**config.mk**
```make
export PLATFORM = sky130hd
export DESIGN_NAME = config_word_protection_decode
export DESIGN_NICKNAME = d
export VERILOG_FILES = /design/src/rtl/config_word_protection_decode.v
export VERILOG_INCLUDE_DIRS = /design/src /design/src/rtl
export SDC_FILE = /design/constraint.sdc
export NUM_CORES = 1
export LEC_CHECK = 0
export BUFFER_PORTS_ARGS = -buffer_cell sky130_fd_sc_hd__buf_2
export CORE_MARGIN = 4
export CORE_UTILIZATION = 45
export CTS_BUF_LIST = sky130_fd_sc_hd__clkbuf_8
export CTS_CLUSTER_SIZE = 8
export DETAILED_ROUTE_END_ITERATION = 6
export GPL_TIMING_DRIVEN = 0
export PLACE_DENSITY = 0.76
export SYNTH_ARGS = -nofsm -noshare
export SYNTH_HDL_FRONTEND = slang
export SYNTH_SLANG_ARGS = --single-unit
export TNS_END_PERCENT = 1
```
**constraint.sdc**
```tcl
create_clock -name mclk -period 1.9 [get_ports mclk]
set_input_delay 0.19 -clock mclk [delete_from_list [all_inputs] [get_ports mclk]]
set_output_delay 0.19 -clock mclk [all_outputs]
set_load 0.1 [all_outputs]
```
**src/rtl/cfg_protect_defs.vh**
```
// Offsets, field positions, reset values and codes for the configuration decoder.
// Assumes a 32-bit Avalon-MM slave with byte addresses; each register is one word.
// What this block does
// - Fail monitor bit set enables clock-fail monitor and switchover; clear disables monitor.
// - Switchover bit enables internal/external clock switchover; clear disables it unless the fail monitor bit is set.
// - Crystal modes ignore clock-out bit; elsewhere 1 gives I/O, 0 drives clock out.
// - Brown-out field: 11 on, 10 on except sleep, 01 software bit, 00 off.
// - Data EEPROM protect bit is active low.
// - Program memory protect bit is active low.
// - Reset pin select ignored under low-voltage programming; else chooses reset or input.
// - Power-up timer enable bit is active low.
// - Watchdog field: 11 on, 10 on except sleep, 01 software bit, 00 off.
// - Three-bit oscillator field picks external clock, internal, RC or crystal.
// - Bulk erase clears program flash, data EEPROM, configuration and EEPROM protection.
// - Low-voltage bit allows low-voltage entry; cannot be cleared in such a session.
// - Debug bit 0 dedicates programming pins to debugger; 1 frees them.
// - Brown-out level bit 1 selects low trip point, 0 high.
// - Stack fault reset bit makes overflow or underflow reset the device.
// - PLL bit enables the four-times frequency multiplier.
// - Unimplemented bits of word two read as 1; reserved bit programmed to 1.
// - Self-write field protects none, 000-1FF, 000-FFF or all 000-1FFF.
// - Program protection blocks external access, external reads give zero, core reads.
// - EEPROM protection blocks external access; core reads and writes still work.
// - Four user ID words at 8000h-8003h, readable and writable.
// - Read-only identity word at 8006h: device field high, revision low.
`ifndef CFG_PROTECT_DEFS_VH
`define CFG_PROTECT_DEFS_VH
`define UID_FIRST_IDX 16'h8000
`define UID_LAST_IDX 16'h8003
`define DEVICE_IDENTITY_WORD_IDX 16'h8006
`define CFG1_IDX 16'h8007
`define CFG2_IDX 16'h8008
`define CTRL_IDX 16'h8010
`define STAT_IDX 16'h8011
`define CTRL_ERASE_BIT 0
`define WORD_ERASED 14'h3FFF
`define CFG2_ONES_MASK 14'h08FC
`define C1_FAILMON_BIT 13
`define C1_SWOVER_BIT 12
`define C1_CLOCK_OUTPUT_PIN_N_BIT 11
`define C1_BOR_HI 10
`define C1_BOR_LO 9
`define C1_EEPROT_N_BIT 8
`define C1_PMPROT_N_BIT 7
`define C1_RSTPIN_BIT 6
`define C1_POWERUP_TIMER_N_BIT 5
`define C1_WDT_HI 4
`define C1_WDT_LO 3
`define C1_OSC_HI 2
`define C1_OSC_LO 0
`define C2_LVP_BIT 13
`define C2_DEBUG_BIT 12
`define C2_BROWNOUT_LEVEL_SELECT_BIT 10
`define C2_STACK_BIT 9
`define C2_PLL_BIT 8
`define C2_WRT_HI 1
`define C2_WRT_LO 0
`define MODE_ALWAYS 2'b11
`define MODE_RUN_ONLY 2'b10
`define MODE_SOFTWARE 2'b01
`define OSC_EXTERNAL_RC_OSCILLATOR 3'h3
`define OSC_INTERNAL 3'h4
`define OSC_XTAL_HIGH 3'h2
`define WRT_LIMIT_SMALL 13'h01FF
`define WRT_LIMIT_HALF 13'h0FFF
`endif

```
**src/rtl/config_word_protection_decode.v**
```verilog
// Configuration word loader, decoder and code/self-write protection gate.
// Assumes NVM words are stable around reset release and come from logic on mclk.
`include "cfg_protect_defs.vh"
`default_nettype none

module config_word_protection_decode #(
  parameter [8:0] DEVICE_ID = 9'h0A5,  // Arbitrary value
  parameter [4:0] REVISION = 5'h01,    // Arbitrary value
  parameter PM_AW = 13,
  parameter EE_DW = 8
) (
  input wire mclk,
  input wire rstn,
  // Avalon-MM slave
  input wire [17:0] address,
  input wire read,
  input wire write,
  input wire [31:0] writedata,
  input wire [3:0] byteenable,
  output reg [31:0] readdata,
  output wire waitrequest,
  // Nonvolatile image and programming requests
  input wire [13:0] nvm_cfg1,
  input wire [13:0] nvm_cfg2,
  input wire lv_session,
  output reg nvm_cfg_wr,
  output reg nvm_cfg_wr_sel,
  output reg [13:0] nvm_cfg_wr_data,
  output reg nvm_bulk_erase,
  // Runtime inputs from the core
  input wire in_sleep,
  input wire sw_brownout_en,
  input wire sw_watchdog_en,
  input wire reset_pin_pullup_en,
  input wire stack_fault,
  input wire [PM_AW-1:0] self_wr_addr,
  // External programmer memory paths
  input wire [13:0] pm_ext_rdata_raw,
  output wire [13:0] pm_ext_rdata,
  output wire pm_ext_access_ok,
  input wire [EE_DW-1:0] ee_ext_rdata_raw,
  output wire [EE_DW-1:0] ee_ext_rdata,
  output wire ee_ext_access_ok,
  // Decoded settings
  output wire clock_fail_monitor_on,
  output wire switchover_on,
  output wire [2:0] oscillator_select,
  output wire clock_input_pin_is_io,
  output wire clock_output_pin_osc,
  output wire clock_output_drive,
  output wire brownout_active,
  output wire brownout_low_trip,
  output wire watchdog_active,
  output wire powerup_timer_on,
  output wire master_clear_pin_reset,
  output wire master_clear_pin_pullup,
  output wire low_voltage_entry_ok,
  output wire debugger_owns_pins,
  output wire pll_x4_on,
  output reg stack_reset_req,
  output wire self_write_allowed,
  output wire load_done
);

  // ****************************************
  // Decode helpers
  // ****************************************
  function mode_active;
    input [1:0] mode;
    input sleeping;
    input sw_bit;
    begin
      case (mode)
        `MODE_ALWAYS: mode_active = 1'b1;
        `MODE_RUN_ONLY: mode_active = ~sleeping;
        `MODE_SOFTWARE: mode_active = sw_bit;
        default: mode_active = 1'b0;
      endcase
    end
  endfunction

  function wrt_ok;
    input [1:0] mode;
    input [PM_AW-1:0] addr;
    begin
      case (mode)
        `MODE_ALWAYS: wrt_ok = 1'b1;
        `MODE_RUN_ONLY: wrt_ok = addr > `WRT_LIMIT_SMALL;
        `MODE_SOFTWARE: wrt_ok = addr > `WRT_LIMIT_HALF;
        default: wrt_ok = 1'b0;
      endcase
    end
  endfunction

  function is_mapped;
    input [15:0] idx;
    begin
      is_mapped = (idx >= `UID_FIRST_IDX && idx <= `UID_LAST_IDX) ||
        idx == `DEVICE_IDENTITY_WORD_IDX || idx == `CFG1_IDX || idx == `CFG2_IDX ||
        idx == `CTRL_IDX || idx == `STAT_IDX;
    end
  endfunction

  // ****************************************
  // Load sequence
  // ****************************************
  localparam [1:0] ST_LOAD = 2'b01;
  localparam [1:0] ST_RUN = 2'b10;

  reg [1:0] state_r;
  reg [13:0] cfg1_r;
  reg [13:0] cfg2_r;

  // Words are caught on the first edge after release, then frozen until next reset
  always @(posedge mclk or negedge rstn) begin
    if (!rstn) begin
      state_r <= ST_LOAD;
      cfg1_r <= `WORD_ERASED;
      cfg2_r <= `WORD_ERASED;
    end else begin
      case (state_r)
        ST_LOAD: begin
          cfg1_r <= nvm_cfg1;
          cfg2_r <= nvm_cfg2 | `CFG2_ONES_MASK;
          state_r <= ST_RUN;
        end
        ST_RUN: state_r <= ST_RUN;
        default: state_r <= ST_LOAD;
      endcase
    end
  end

  assign load_done = state_r[1];

  // ****************************************
  // Field decode
  // ****************************************
  wire [2:0] osc = cfg1_r[`C1_OSC_HI:`C1_OSC_LO];
  wire osc_xtal = osc <= `OSC_XTAL_HIGH;
  wire lvp_on = cfg2_r[`C2_LVP_BIT];
  wire pm_protect = ~cfg1_r[`C1_PMPROT_N_BIT];
  wire ee_protect = ~cfg1_r[`C1_EEPROT_N_BIT];

  assign clock_fail_monitor_on = cfg1_r[`C1_FAILMON_BIT];
  assign switchover_on = cfg1_r[`C1_FAILMON_BIT] | cfg1_r[`C1_SWOVER_BIT];
  assign oscillator_select = osc;
  assign clock_input_pin_is_io = osc == `OSC_INTERNAL;
  assign clock_output_pin_osc = osc_xtal;
  assign clock_output_drive = ~osc_xtal & ~cfg1_r[`C1_CLOCK_OUTPUT_PIN_N_BIT];
  assign brownout_active = mode_active(cfg1_r[`C1_BOR_HI:`C1_BOR_LO],
    in_sleep, sw_brownout_en);
  assign brownout_low_trip = cfg2_r[`C2_BROWNOUT_LEVEL_SELECT_BIT];
  assign watchdog_active = mode_active(cfg1_r[`C1_WDT_HI:`C1_WDT_LO],
    in_sleep, sw_watchdog_en);
  assign powerup_timer_on = ~cfg1_r[`C1_POWERUP_TIMER_N_BIT];
  // Low-voltage programming keeps the pin as reset regardless of select
  assign master_clear_pin_reset = lvp_on | cfg1_r[`C1_RSTPIN_BIT];
  assign master_clear_pin_pullup = master_clear_pin_reset | reset_pin_pullup_en;
  assign low_voltage_entry_ok = lvp_on;
  assign debugger_owns_pins = ~cfg2_r[`C2_DEBUG_BIT];
  assign pll_x4_on = cfg2_r[`C2_PLL_BIT];
  assign self_write_allowed = wrt_ok(cfg2_r[`C2_WRT_HI:`C2_WRT_LO], self_wr_addr);

  // ****************************************
  // External access gating
  // ****************************************
  // Only the programmer path is gated; core fetch and data paths bypass this block
  assign pm_ext_access_ok = ~pm_protect;
  assign pm_ext_rdata = pm_protect ? 14'h0000 : pm_ext_rdata_raw;
  assign ee_ext_access_ok = ~ee_protect;
  assign ee_ext_rdata = ee_protect ? {EE_DW{1'b0}} : ee_ext_rdata_raw;

  // ****************************************
  // Stack fault reset
  // ****************************************
  always @(posedge mclk or negedge rstn) begin
    if (!rstn) begin
      stack_reset_req <= 1'b0;
    end else begin
      stack_reset_req <= stack_fault & cfg2_r[`C2_STACK_BIT];
    end
  end

  // ****************************************
  // Bus slave
  // ****************************************
  wire [15:0] idx = address[17:2];
  wire req = read | write;
  wire low_lanes = byteenable[0] & byteenable[1];
  reg ack_r;
  reg [13:0] uid_r [0:3];
  reg lvp_refused_r;

  // One wait cycle per access: decode now, answer on the next edge
  assign waitrequest = req & ~ack_r;

  wire wr_go = write & ack_r & low_lanes;
  wire [13:0] wdata = writedata[13:0];
  wire uid_hit = idx >= `UID_FIRST_IDX && idx <= `UID_LAST_IDX;
  // Clearing the low-voltage bit from inside such a session is refused
  wire cfg2_wr_bad = lv_session & ~wdata[`C2_LVP_BIT];
  wire lvp_refuse = wr_go && idx == `CFG2_IDX && cfg2_wr_bad;

  reg [13:0] rd_word;
  always @* begin
    rd_word = 14'h0000;
    if (uid_hit) begin
      rd_word = uid_r[idx[1:0]];
    end else begin
      case (idx)
        `DEVICE_IDENTITY_WORD_IDX: rd_word = {DEVICE_ID, REVISION};
        `CFG1_IDX: rd_word = cfg1_r;
        `CFG2_IDX: rd_word = cfg2_r | `CFG2_ONES_MASK;
        `STAT_IDX: rd_word = {10'h000, lvp_refused_r, lv_session, ee_protect,
          pm_protect};
        default: rd_word = 14'h0000;
      endcase
    end
  end

  always @(posedge mclk or negedge rstn) begin
    if (!rstn) begin
      ack_r <= 1'b0;
      readdata <= 32'h0000_0000;
    end else begin
      ack_r <= req & ~ack_r;
      if (read & ~ack_r) begin
        readdata <= is_mapped(idx) ? {18'h00000, rd_word} : 32'h0000_0000;
      end
    end
  end

  // ****************************************
  // User ID words
  // ****************************************
  genvar g;
  generate
    for (g = 0; g < 4; g = g + 1) begin : uid_gen
      always @(posedge mclk or negedge rstn) begin
        if (!rstn) begin
          uid_r[g] <= `WORD_ERASED;
        end else if (nvm_bulk_erase) begin
          uid_r[g] <= `WORD_ERASED;
        end else if (wr_go && uid_hit && idx[1:0] == g) begin
          uid_r[g] <= wdata;
        end
      end
    end
  endgenerate

  // ****************************************
  // Programming requests
  // ****************************************
  // New words reach the running settings only after the next reset
  always @(posedge mclk or negedge rstn) begin
    if (!rstn) begin
      nvm_cfg_wr <= 1'b0;
      nvm_cfg_wr_sel <= 1'b0;
      nvm_cfg_wr_data <= `WORD_ERASED;
      nvm_bulk_erase <= 1'b0;
      lvp_refused_r <= 1'b0;
    end else begin
      nvm_cfg_wr <= 1'b0;
      nvm_bulk_erase <= 1'b0;
      if (wr_go && idx == `CFG1_IDX) begin
        nvm_cfg_wr <= 1'b1;
        nvm_cfg_wr_sel <= 1'b0;
        nvm_cfg_wr_data <= wdata;
      end
      if (wr_go && idx == `CFG2_IDX && !cfg2_wr_bad) begin
        nvm_cfg_wr <= 1'b1;
        nvm_cfg_wr_sel <= 1'b1;
        nvm_cfg_wr_data <= wdata | `CFG2_ONES_MASK;
      end
      // Erase wipes flash, EEPROM and both words, so EEPROM protection goes too
      if (wr_go && idx == `CTRL_IDX && writedata[`CTRL_ERASE_BIT]) begin
        nvm_bulk_erase <= 1'b1;
      end
      // Refusal flag: set wins over a clear in the same cycle
      if (lvp_refuse) begin
        lvp_refused_r <= 1'b1;
      end else if (wr_go && idx == `STAT_IDX && wdata[3]) begin
        lvp_refused_r <= 1'b0;
      end
    end
  end

endmodule // config_word_protection_decode

`default_nettype wire

```
# After elaboration in Yosys (flattened, before gate mapping)
# Index checks and enable logic that the tools add are counted.
# word_totals
reg_bits	131
inputBits	127
elab_cells	120
# op_classes
magnitude_cmp	6
eq_ne	20
mux	29
bitwise_logic	22
n_reduce_logical	28
# ops
cell	count
2-to-1 mux 14 bit	15
== test 16 bit (second input constant)	5
case mux 14 bit (4 select lines)	1
binary-select mux 14 bit (select 2 bit)	1
== test 2 bit (second input constant)	9
greater-or-equal comparator 16 bit (second input constant)	1
<= comparator 16 bit (second input constant)	1
logical AND 1 bit	14
> comparator 13 x 12 -> 1 bit (second input constant)	1
> comparator 13 x 9 -> 1 bit (second input constant)	1
nonzero test 2 bit	6
== test 2 x 1 -> 1 bit (second input constant)	5
NOT 1 bit	9
case mux 1 bit (3 select lines)	3
AND 1 bit	8
2-to-1 mux 8 bit	1
2-to-1 mux 1 bit	7
logical OR 1 bit	5
OR 1 bit	4
== test 3 bit (second input constant)	1
greater-or-equal comparator 3 bit (second input constant)	1
<= comparator 3 x 2 -> 1 bit (second input constant)	1
NOT 2 -> 3 bit	1
zero test 2 bit	1
other kinds (3)	3

# Longest topological paths before layout
# Gate-level depths: netlist of the first run.
# logic_depth
word_depth	8
mapped_depth	7

# Worst setup path after synthesis of the first run
# OpenSTA, ideal clock, no wires.
# synth_path
kind	flip-flop to output port
startpoint	reg cfg1_r[0]
endpoint	out clock_output_drive
arrival_ns	2.925
required_time_ns	1.710
setup_slack_ns	-1.215
path_stages_with_launch	3
n_path_buf	0
path_cell_list	dfstp_2 -> a21oi_1 -> nor2_1
# synth_via
elab_chain_len	3
# synth_rtl
item	line	text
start: declaration	config_word_protection_decode.v:111	reg [13:0] cfg1_r;
start signal: assignment	config_word_protection_decode.v:118	cfg1_r <= `WORD_ERASED;
start signal: assignment	config_word_protection_decode.v:123	cfg1_r <= nvm_cfg1;
<= comparator 3 x 2 -> 1 bit (no source line)	--	
net clock_output_pin_osc	config_word_protection_decode.v:49	output wire clock_output_pin_osc,
NOT 1 bit	config_word_protection_decode.v:149	assign clock_output_drive = ~osc_xtal & ~cfg1_r[`C1_CLOCK_OUTPUT_PIN_N_BIT];
AND 1 bit	config_word_protection_decode.v:149	
end: declaration	config_word_protection_decode.v:50	output wire clock_output_drive,
# The timed path passes the listed nets, and every way through them passes these cells.

# Final worst setup path of the first run
# layout_path
startpoint	reg state_r[0]
endpoint	reg cfg2_r[0]
# layout_via
elab_chain_len	1
# layout_rtl
item	line	text
start: declaration	config_word_protection_decode.v:110	reg [1:0] state_r;
start signal: assignment	config_word_protection_decode.v:117	state_r <= ST_LOAD;
start signal: assignment	config_word_protection_decode.v:125	state_r <= ST_RUN;
start signal: assignment	config_word_protection_decode.v:127	ST_RUN: state_r <= ST_RUN;
== test 2 x 1 -> 1 bit	config_word_protection_decode.v:121	case (state_r)
end signal: assignment	config_word_protection_decode.v:119	cfg2_r <= `WORD_ERASED;
end signal: assignment	config_word_protection_decode.v:124	cfg2_r <= nvm_cfg2 | `CFG2_ONES_MASK;
end: declaration	config_word_protection_decode.v:112	reg [13:0] cfg2_r;
# Every way passes these cells.
# A chain may end at the register's enable or synchronous reset.

==> run summary, run 1 <==
WHS: 0.0306 ns
Peak VDD IR: 342 uV
Pint: 3.94 mW
Slew HR: 54.8%
Synth async-reset ratio: 100%
combinational power share: 18.6%
Filler cells: 1001
Critical Path Start: state_r[0]$_DFF_PN1_
reg-to-reg startpoint: state_r[0]$_DFF_PN1_
port bufs: 164
Hold EP: ack_r$_DFF_PN0_
Synth Flop Type: dfstp_2
global-route wire length before repair: 26600 um
number of synthesized register bits: 113
drt pass-1 iters: 5
Worst Hold Class: in2reg
Post-Syn Area: 5900 um^2
RSZ-0062 raised after global routing: true
syn_area_per_cell: 11.8 um^2
Post-Syn Instances: 501
Worst R2R Setup Slack: 0.06 ns
arrival time at the worst endpoint: 2.20 ns
# rows: 41
Max Cap Viol: 0
CTS tree: yes
remaining antenna violation count: 0
GRT Resource Usage Total: 23.5%
CTS Buf Count: 17
clk sinks: 113
Max FO, Critical Path: 10
detailed placement HPWL: 12400 um
nets@finish: 860
vias per inst: 5.39
Yosys top cell by area: dfstp_2
CTS root buffer: clkbuf_8
drc violations: 0
CP Cell Sequence: ha_1 -> clkbuf_1 -> buf_2 -> mux2_2
Fmax achieved: 543 MHz
CP Class: reg2reg
Reg clk slew, reported paths: 0.06 ns
CP Capture Type: flop
fin. max-slew vios: 0
Netlist cell types: 59
hold depth: 3
largest net degree at the start of global routing: 65
die area: 15000 um^2
Ys Warns: 0
global route total overflow: 0
Period minus WS final: 1.84 ns
final WL: 17900 um
# setup viols final: 0
Initial Util: 46.4%
P&R area growth vs syn: 33.8%
share of cells above drive strength 1: 52.1%
register area share after synthesis: 49.9%
die extent in y: 122 um
Bufs on Longest Clock Path: 2
clock skew: 0.0121 ns
cell area after layout: 7890 um^2
1st-iter DRT viols: 458
reg-to-reg critical path endpoint: cfg2_r[0]$_DFFE_PN1N_
P_sw: 1.75 mW
via count: 4945
critical path's largest stage delay: 0.51 ns
Req. time, crit path: 2.26 ns
critical path launch point type: flop
switching power share of the total: 30.8%
DP Area: 7040 um^2
Reg power frac: 43.8%
Final Hold Vio Count: 0
io pins: 221
CP delay by family, top: buffers and inverters
gpl congestion: 0.916
beginning of the worst hold path: read
core area: 12700 um^2
die width: 122 um
top cells by area, synth: dfstp_2 41%, dfrtp_1 8.9%, a211o_1 8.3%
H-tree levels: 4
power density cells: 722 nW/um^2
vias in the first global route: 4892
worst slew pin tran: 0.678 ns
EDFF count, synth: 0
top-area cell type share of the netlist area: 41.0%
n_diodes: 0
slowest CP cell: dfstp_2
Critical path buffers and inverters: 2
final worst path period share: 96.9%
Routed WL per cell: 19.6 um
Clk network pwr share: 37.6%
Clock Latency Late Sink: 0.44 ns
Leak Pwr: 4.19 nW
antenna violations before repair: 0
R2R depth: 4
status: completed
==> through the flow <==
stage	util (%)	instances	total power, mW	setup slack, ns	TNS (ns)
5_1_grt	62.0	917	5.91	-0.0240	-0.123
2_1_floorplan	-	518	3.23	-0.327	-5.88
6_report	62.0	917	5.70	0.0596	0
3_5_place_dp	55.4	855	3.50	-0.523	-31.79
3_3_place_gp	55.1	854	3.48	-0.572	-41.78
4_1_cts	61.2	916	5.71	0.00306	0
==> cell usage after synthesis, types with 2 or more instances <==
cell type	count
a21oi_1	9
mux4_2	14
nor2b_1	58
a22oi_1	2
buf_4	26
or2_2	2
o21ai_1	11
nand2b_1	3
a222oi_1	5
and4_1	2
mux2_2	15
buf_1	3
or4_1	2
clkbuf_1	13
dfstp_2	92
nor3_2	2
dfrtp_1	21
a221oi_1	4
mux2i_1	7
and2_1	23
a211oi_1	2
nand4_1	5
nor4b_1	3
o31ai_1	2
mux2_1	7
nor4b_4	2
nor4_4	3
o21ai_0	13
a211o_1	56
and4b_1	2
inv_1	9
buf_2	11
nand2_1	37
nor2_1	10
==> per-layer routing <==
layer | vias up | share of wire, % | track usage [%] | routed length [um]
li1 | 2245 | - | - | -
met1 | 2438 | 38 | 28.4 | 6770
met2 | 233 | 52 | 41.5 | 9320
met3 | 29 | 8.6 | 6.41 | 1540
met4 | 0 | 1.7 | 6.37 | 313
met5 | - | 0 | 0 | 0
==> how the worst max path moves through the flow <==
| stage | to | cells past startpoint | slack (ns) |
|---|---|---|---|
| final | cfg2_r[0]$_DFFE_PN1N_ | 4 | 0.06 |
| after global placement | readdata[13]$_DFFE_PN0P_ | 1 | -0.57 |
| after CTS | uid_r[10]$_DFFE_PN1P_ | 5 | 0.003 |
| after global routing | readdata[10]$_DFFE_PN0P_ | 7 | -0.02 |
| after floorplan | brownout_active | 2 | -0.33 |
| after detailed placement | uid_r[10]$_DFFE_PN1P_ | 7 | -0.52 |
==> cells in the final DEF (no fill, tap or decap), drive strengths merged, types with 5 or more instances in the layout <==
| cell | n |
|---|---|
| a211o | 56 |
| a21oi | 9 |
| a222oi | 5 |
| and2 | 23 |
| buf | 211 |
| clkbuf | 39 |
| conb | 18 |
| dfrtp | 21 |
| dfstp | 92 |
| dlygate4sd3 | 22 |
| inv | 13 |
| mux2 | 22 |
| mux2i | 7 |
| mux4 | 14 |
| nand2 | 38 |
| nand4 | 6 |
| nor2 | 10 |
| nor2b | 58 |
| nor4b | 6 |
| o21ai | 24 |
==> cell type report <==
| class | count | area (um^2) | area share (%) |
|---|---|---|---|
| clock buffer | 23 | 317 | 4.01 |
| tap | 172 | 215 | 2.73 |
| inverter | 9 | 33.8 | 0.428 |
| clock inverter | 9 | 65.1 | 0.824 |
| multi-input combinational | 342 | 2700 | 34.2 |
| sequential | 113 | 2940 | 37.3 |
| timing repair buffer | 195 | 1270 | 16.1 |
| buffer | 54 | 354 | 4.49 |
==> cell families after synthesis <==
| logic type | share of synthesized area [%] |
|---|---|
| adders and majority gates | 0.212 |
| buffers and inverters | 6.02 |
| other | 0.0636 |
| and+or+nand+nor | 18.8 |
| DFF | 49.9 |
| AOI/OAI and AO/OA | 14.3 |
| muxes | 10.7 |
==> registers in the layout, summed over array words and instances, names as in the netlist <==
signal           flops
nvm_cfg_wr           1
uid_r               56
readdata            14
state_r              2
cfg1_r              14
lvp_refused_r        1
cfg2_r               7
nvm_cfg_wr_data     14
nvm_cfg_wr_sel       1
ack_r                1
nvm_bulk_erase       1
stack_reset_req      1
==> power by group through the flow <==
stage	Sequential [mW]	Combinational [mW]	Clock, mW
global placement	2.52	0.959	0
detailed placement	2.53	0.975	0
floorplan	2.57	0.652	0
CTS	2.49	1.03	2.19
global route	2.49	1.11	2.31
finish	2.49	1.06	2.14
==> timing repair <==
action | in CTS | in global routing
endpoints found under the hold margin | 36 | 0
hold buffers | 22 | 0
buffers inserted | 7 | 1
gates resized for setup | 33 | 28
pin swaps | 4 | 1
endpoints found under the setup margin | 100 | 93
==> worst min-delay path: stages <==
cell    delay (ns)
buf_2         0.10
nor2_1        0.08
nor2_1        0.06
(Power assumes the default switching activity.)
==> run 2: changes to the inputs <==
Settings changed: CTS_BUF_LIST sky130_fd_sc_hd__clkbuf_8 to unset.
==> run 2 against run 1 <==
Against the previous run:
- final cell count is 0.33% lower
- power is 16% higher
- design area is 1.6% higher
- flip-flop and latch count stayed put
- critical endpoint is now pm_ext_rdata[8]
- combinational power hardly changed
- clock skew is 0.0059 ns lower
- core utilization is 0.96 points higher
- clock power is 43% higher
==> run summary, run 2 (same netlist as run 1, synthesis figures left out) <==
antenna violations before repair: 0
CP Cell Sequence: clkbuf_2 -> and2_1 -> buf_4
n_diodes: 0
beginning of the worst hold path: nvm_cfg1[6]
Leak Pwr: 4.24 nW
CP Class: reg2out
Worst R2R Setup Slack: 0.07 ns
global-route wire length before repair: 26800 um
Routed WL per cell: 19.6 um
CTS tree: yes
CTS Buf Count: 17
Largest register FFs: 56
fin cells: 914
share of cells above drive strength 1: 52.6%
clock skew: 0.00617 ns
hold depth: 2
worst slew pin tran: 0.652 ns
P&R area growth vs syn: 35.9%
reg-to-reg critical path endpoint: cfg2_r[0]$_DFFE_PN1N_
RSZ-0062 raised after global routing: true
largest net degree at the start of global routing: 65
vias in the first global route: 4857
detailed placement HPWL: 12400 um
reg-to-reg startpoint: state_r[0]$_DFF_PN1_
Max Cap Viol: 0
Clock Latency Late Sink: 0.42 ns
Placed Cells incl. Taps: 855
slowest CP cell: dfstp_2
critical path launch point type: flop
DP Area: 7040 um^2
most frequent cells in the layout: 153 x buf_2, 92 x dfstp_2, 58 x nor2b_1
Worst Hold Class: in2reg
setup slack after layout: 0.0671 ns
Max FO, Critical Path: 10
Critical Path Start: cfg1_r[7]$_DFFE_PN1N_
Reg clk slew, reported paths: 0.05 ns
final core utilization: 63.0%
Period minus WS final: 1.83 ns
Final Hold Vio Count: 0
core area: 12700 um^2
dpl ws: -0.523 ns
register name with the most flops: uid_r
global route total overflow: 0
CTS root buffer: clkbuf_16
# setup viols final: 0
port bufs: 164
CP endpoint: pm_ext_rdata[8]
GRT Resource Usage Total: 23.9%
Peak VDD IR: 646 uV
# rows: 41
vias per inst: 5.41
Fmax achieved: 546 MHz
Req. time, crit path: 1.71 ns
die width: 122 um
most common cell after layout, fill and taps aside: buf_2
R2R depth: 4
clk sinks: 113
die extent in y: 122 um
Bufs on Longest Clock Path: 2
status: completed
1st-iter DRT viols: 392
io pins: 221
cell area after layout: 8020 um^2
CP Capture Type: primary output
drc violations: 0
nets@finish: 857
via count: 4943
Filler cells: 995
H-tree levels: 4
gpl congestion: 0.916
final worst path period share: 96.5%
remaining antenna violation count: 0
Initial Util: 46.4%
fin. max-slew vios: 0
critical path's largest stage delay: 0.60 ns
die area: 15000 um^2
drt pass-1 iters: 5
Slew HR: 56.5%
power density cells: 821 nW/um^2
arrival time at the worst endpoint: 1.64 ns
final WL: 17900 um
## run 2: changes by cell type in the layout (fill, tap and decap cells not counted), moves of 2 or more
| cell | delta |
|---|---|
| clkbuf_8 | -17 |
| clkbuf_1 | +4 |
| buf_8 | -3 |
| inv_1 | -4 |
| buf_4 | +9 |
| clkbuf_16 | +17 |
| clkbuf_4 | -2 |
| dlygate4sd3_1 | -6 |
## run 2: worst min-delay path by stage
stage                                 end  slack [ns]
6_report            cfg1_r[6]$_DFFE_PN1N_        0.01
3_3_place_gp    stack_reset_req$_DFF_PN0_        0.40
4_1_cts             cfg1_r[6]$_DFFE_PN1N_       0.001
3_5_place_dp   nvm_cfg_wr_sel$_DFFE_PN0P_        0.26
2_1_floorplan             ack_r$_DFF_PN0_       -0.11
5_1_grt            cfg1_r[10]$_DFFE_PN1N_       0.005
## run 2: worst max-delay path: cells and delay by family (launching register included)
family                 cells  cell delay (ns)
flip-flops                 1             0.60
buffers and inverters      2             0.48
AND/OR/NAND/NOR            1             0.14
## run 2: where the power goes
| part | internal (mW) | switching, mW | leakage, nW |
|---|---|---|---|
| combinational | 0.252 | 0.787 | 2.72 |
| clock | 1.99 | 1.05 | 0.287 |
| sequential | 2.46 | 0.0304 | 1.24 |
## run 2: layer usage
metal / track usage, % / part of all wire [%]
met5: 0 / 0
met4: 8.75 / 2.2
met3: 6.08 / 8.2
met2: 41.3 / 51
met1: 28.8 / 39
## run 2: layout make-up
class / instances / area (um^2) / share of cell area (%)
multi-input cells: 342 / 2710 / 33.8
inverters: 9 / 33.8 / 0.421
flip-flops and latches: 113 / 2940 / 36.7
repair buffers: 192 / 1190 / 14.8
well taps: 172 / 215 / 2.68
plain buffers: 54 / 354 / 4.42
clock buffers: 27 / 523 / 6.53
clock inverters: 5 / 50.0 / 0.624
## run 2: stage by stage
stage,hold WS [ns],setup TNS (ns),power (mW)
finish,0.0150,0,6.58
floorplan,-0.106,-5.88,3.23
CTS,0.00106,0,6.60
global placement,0.404,-41.78,3.48
detailed placement,0.263,-31.79,3.50
global route,0.00463,-0.312,6.80
## run 2: repair_timing
action,CTS,global route
hold endpoints to repair,30,0
hold buffers,16,0
gates cloned,0,0
gates resized for setup,34,16
setup endpoints to repair,101,82
buffers inserted,10,1
pin swaps,4,1
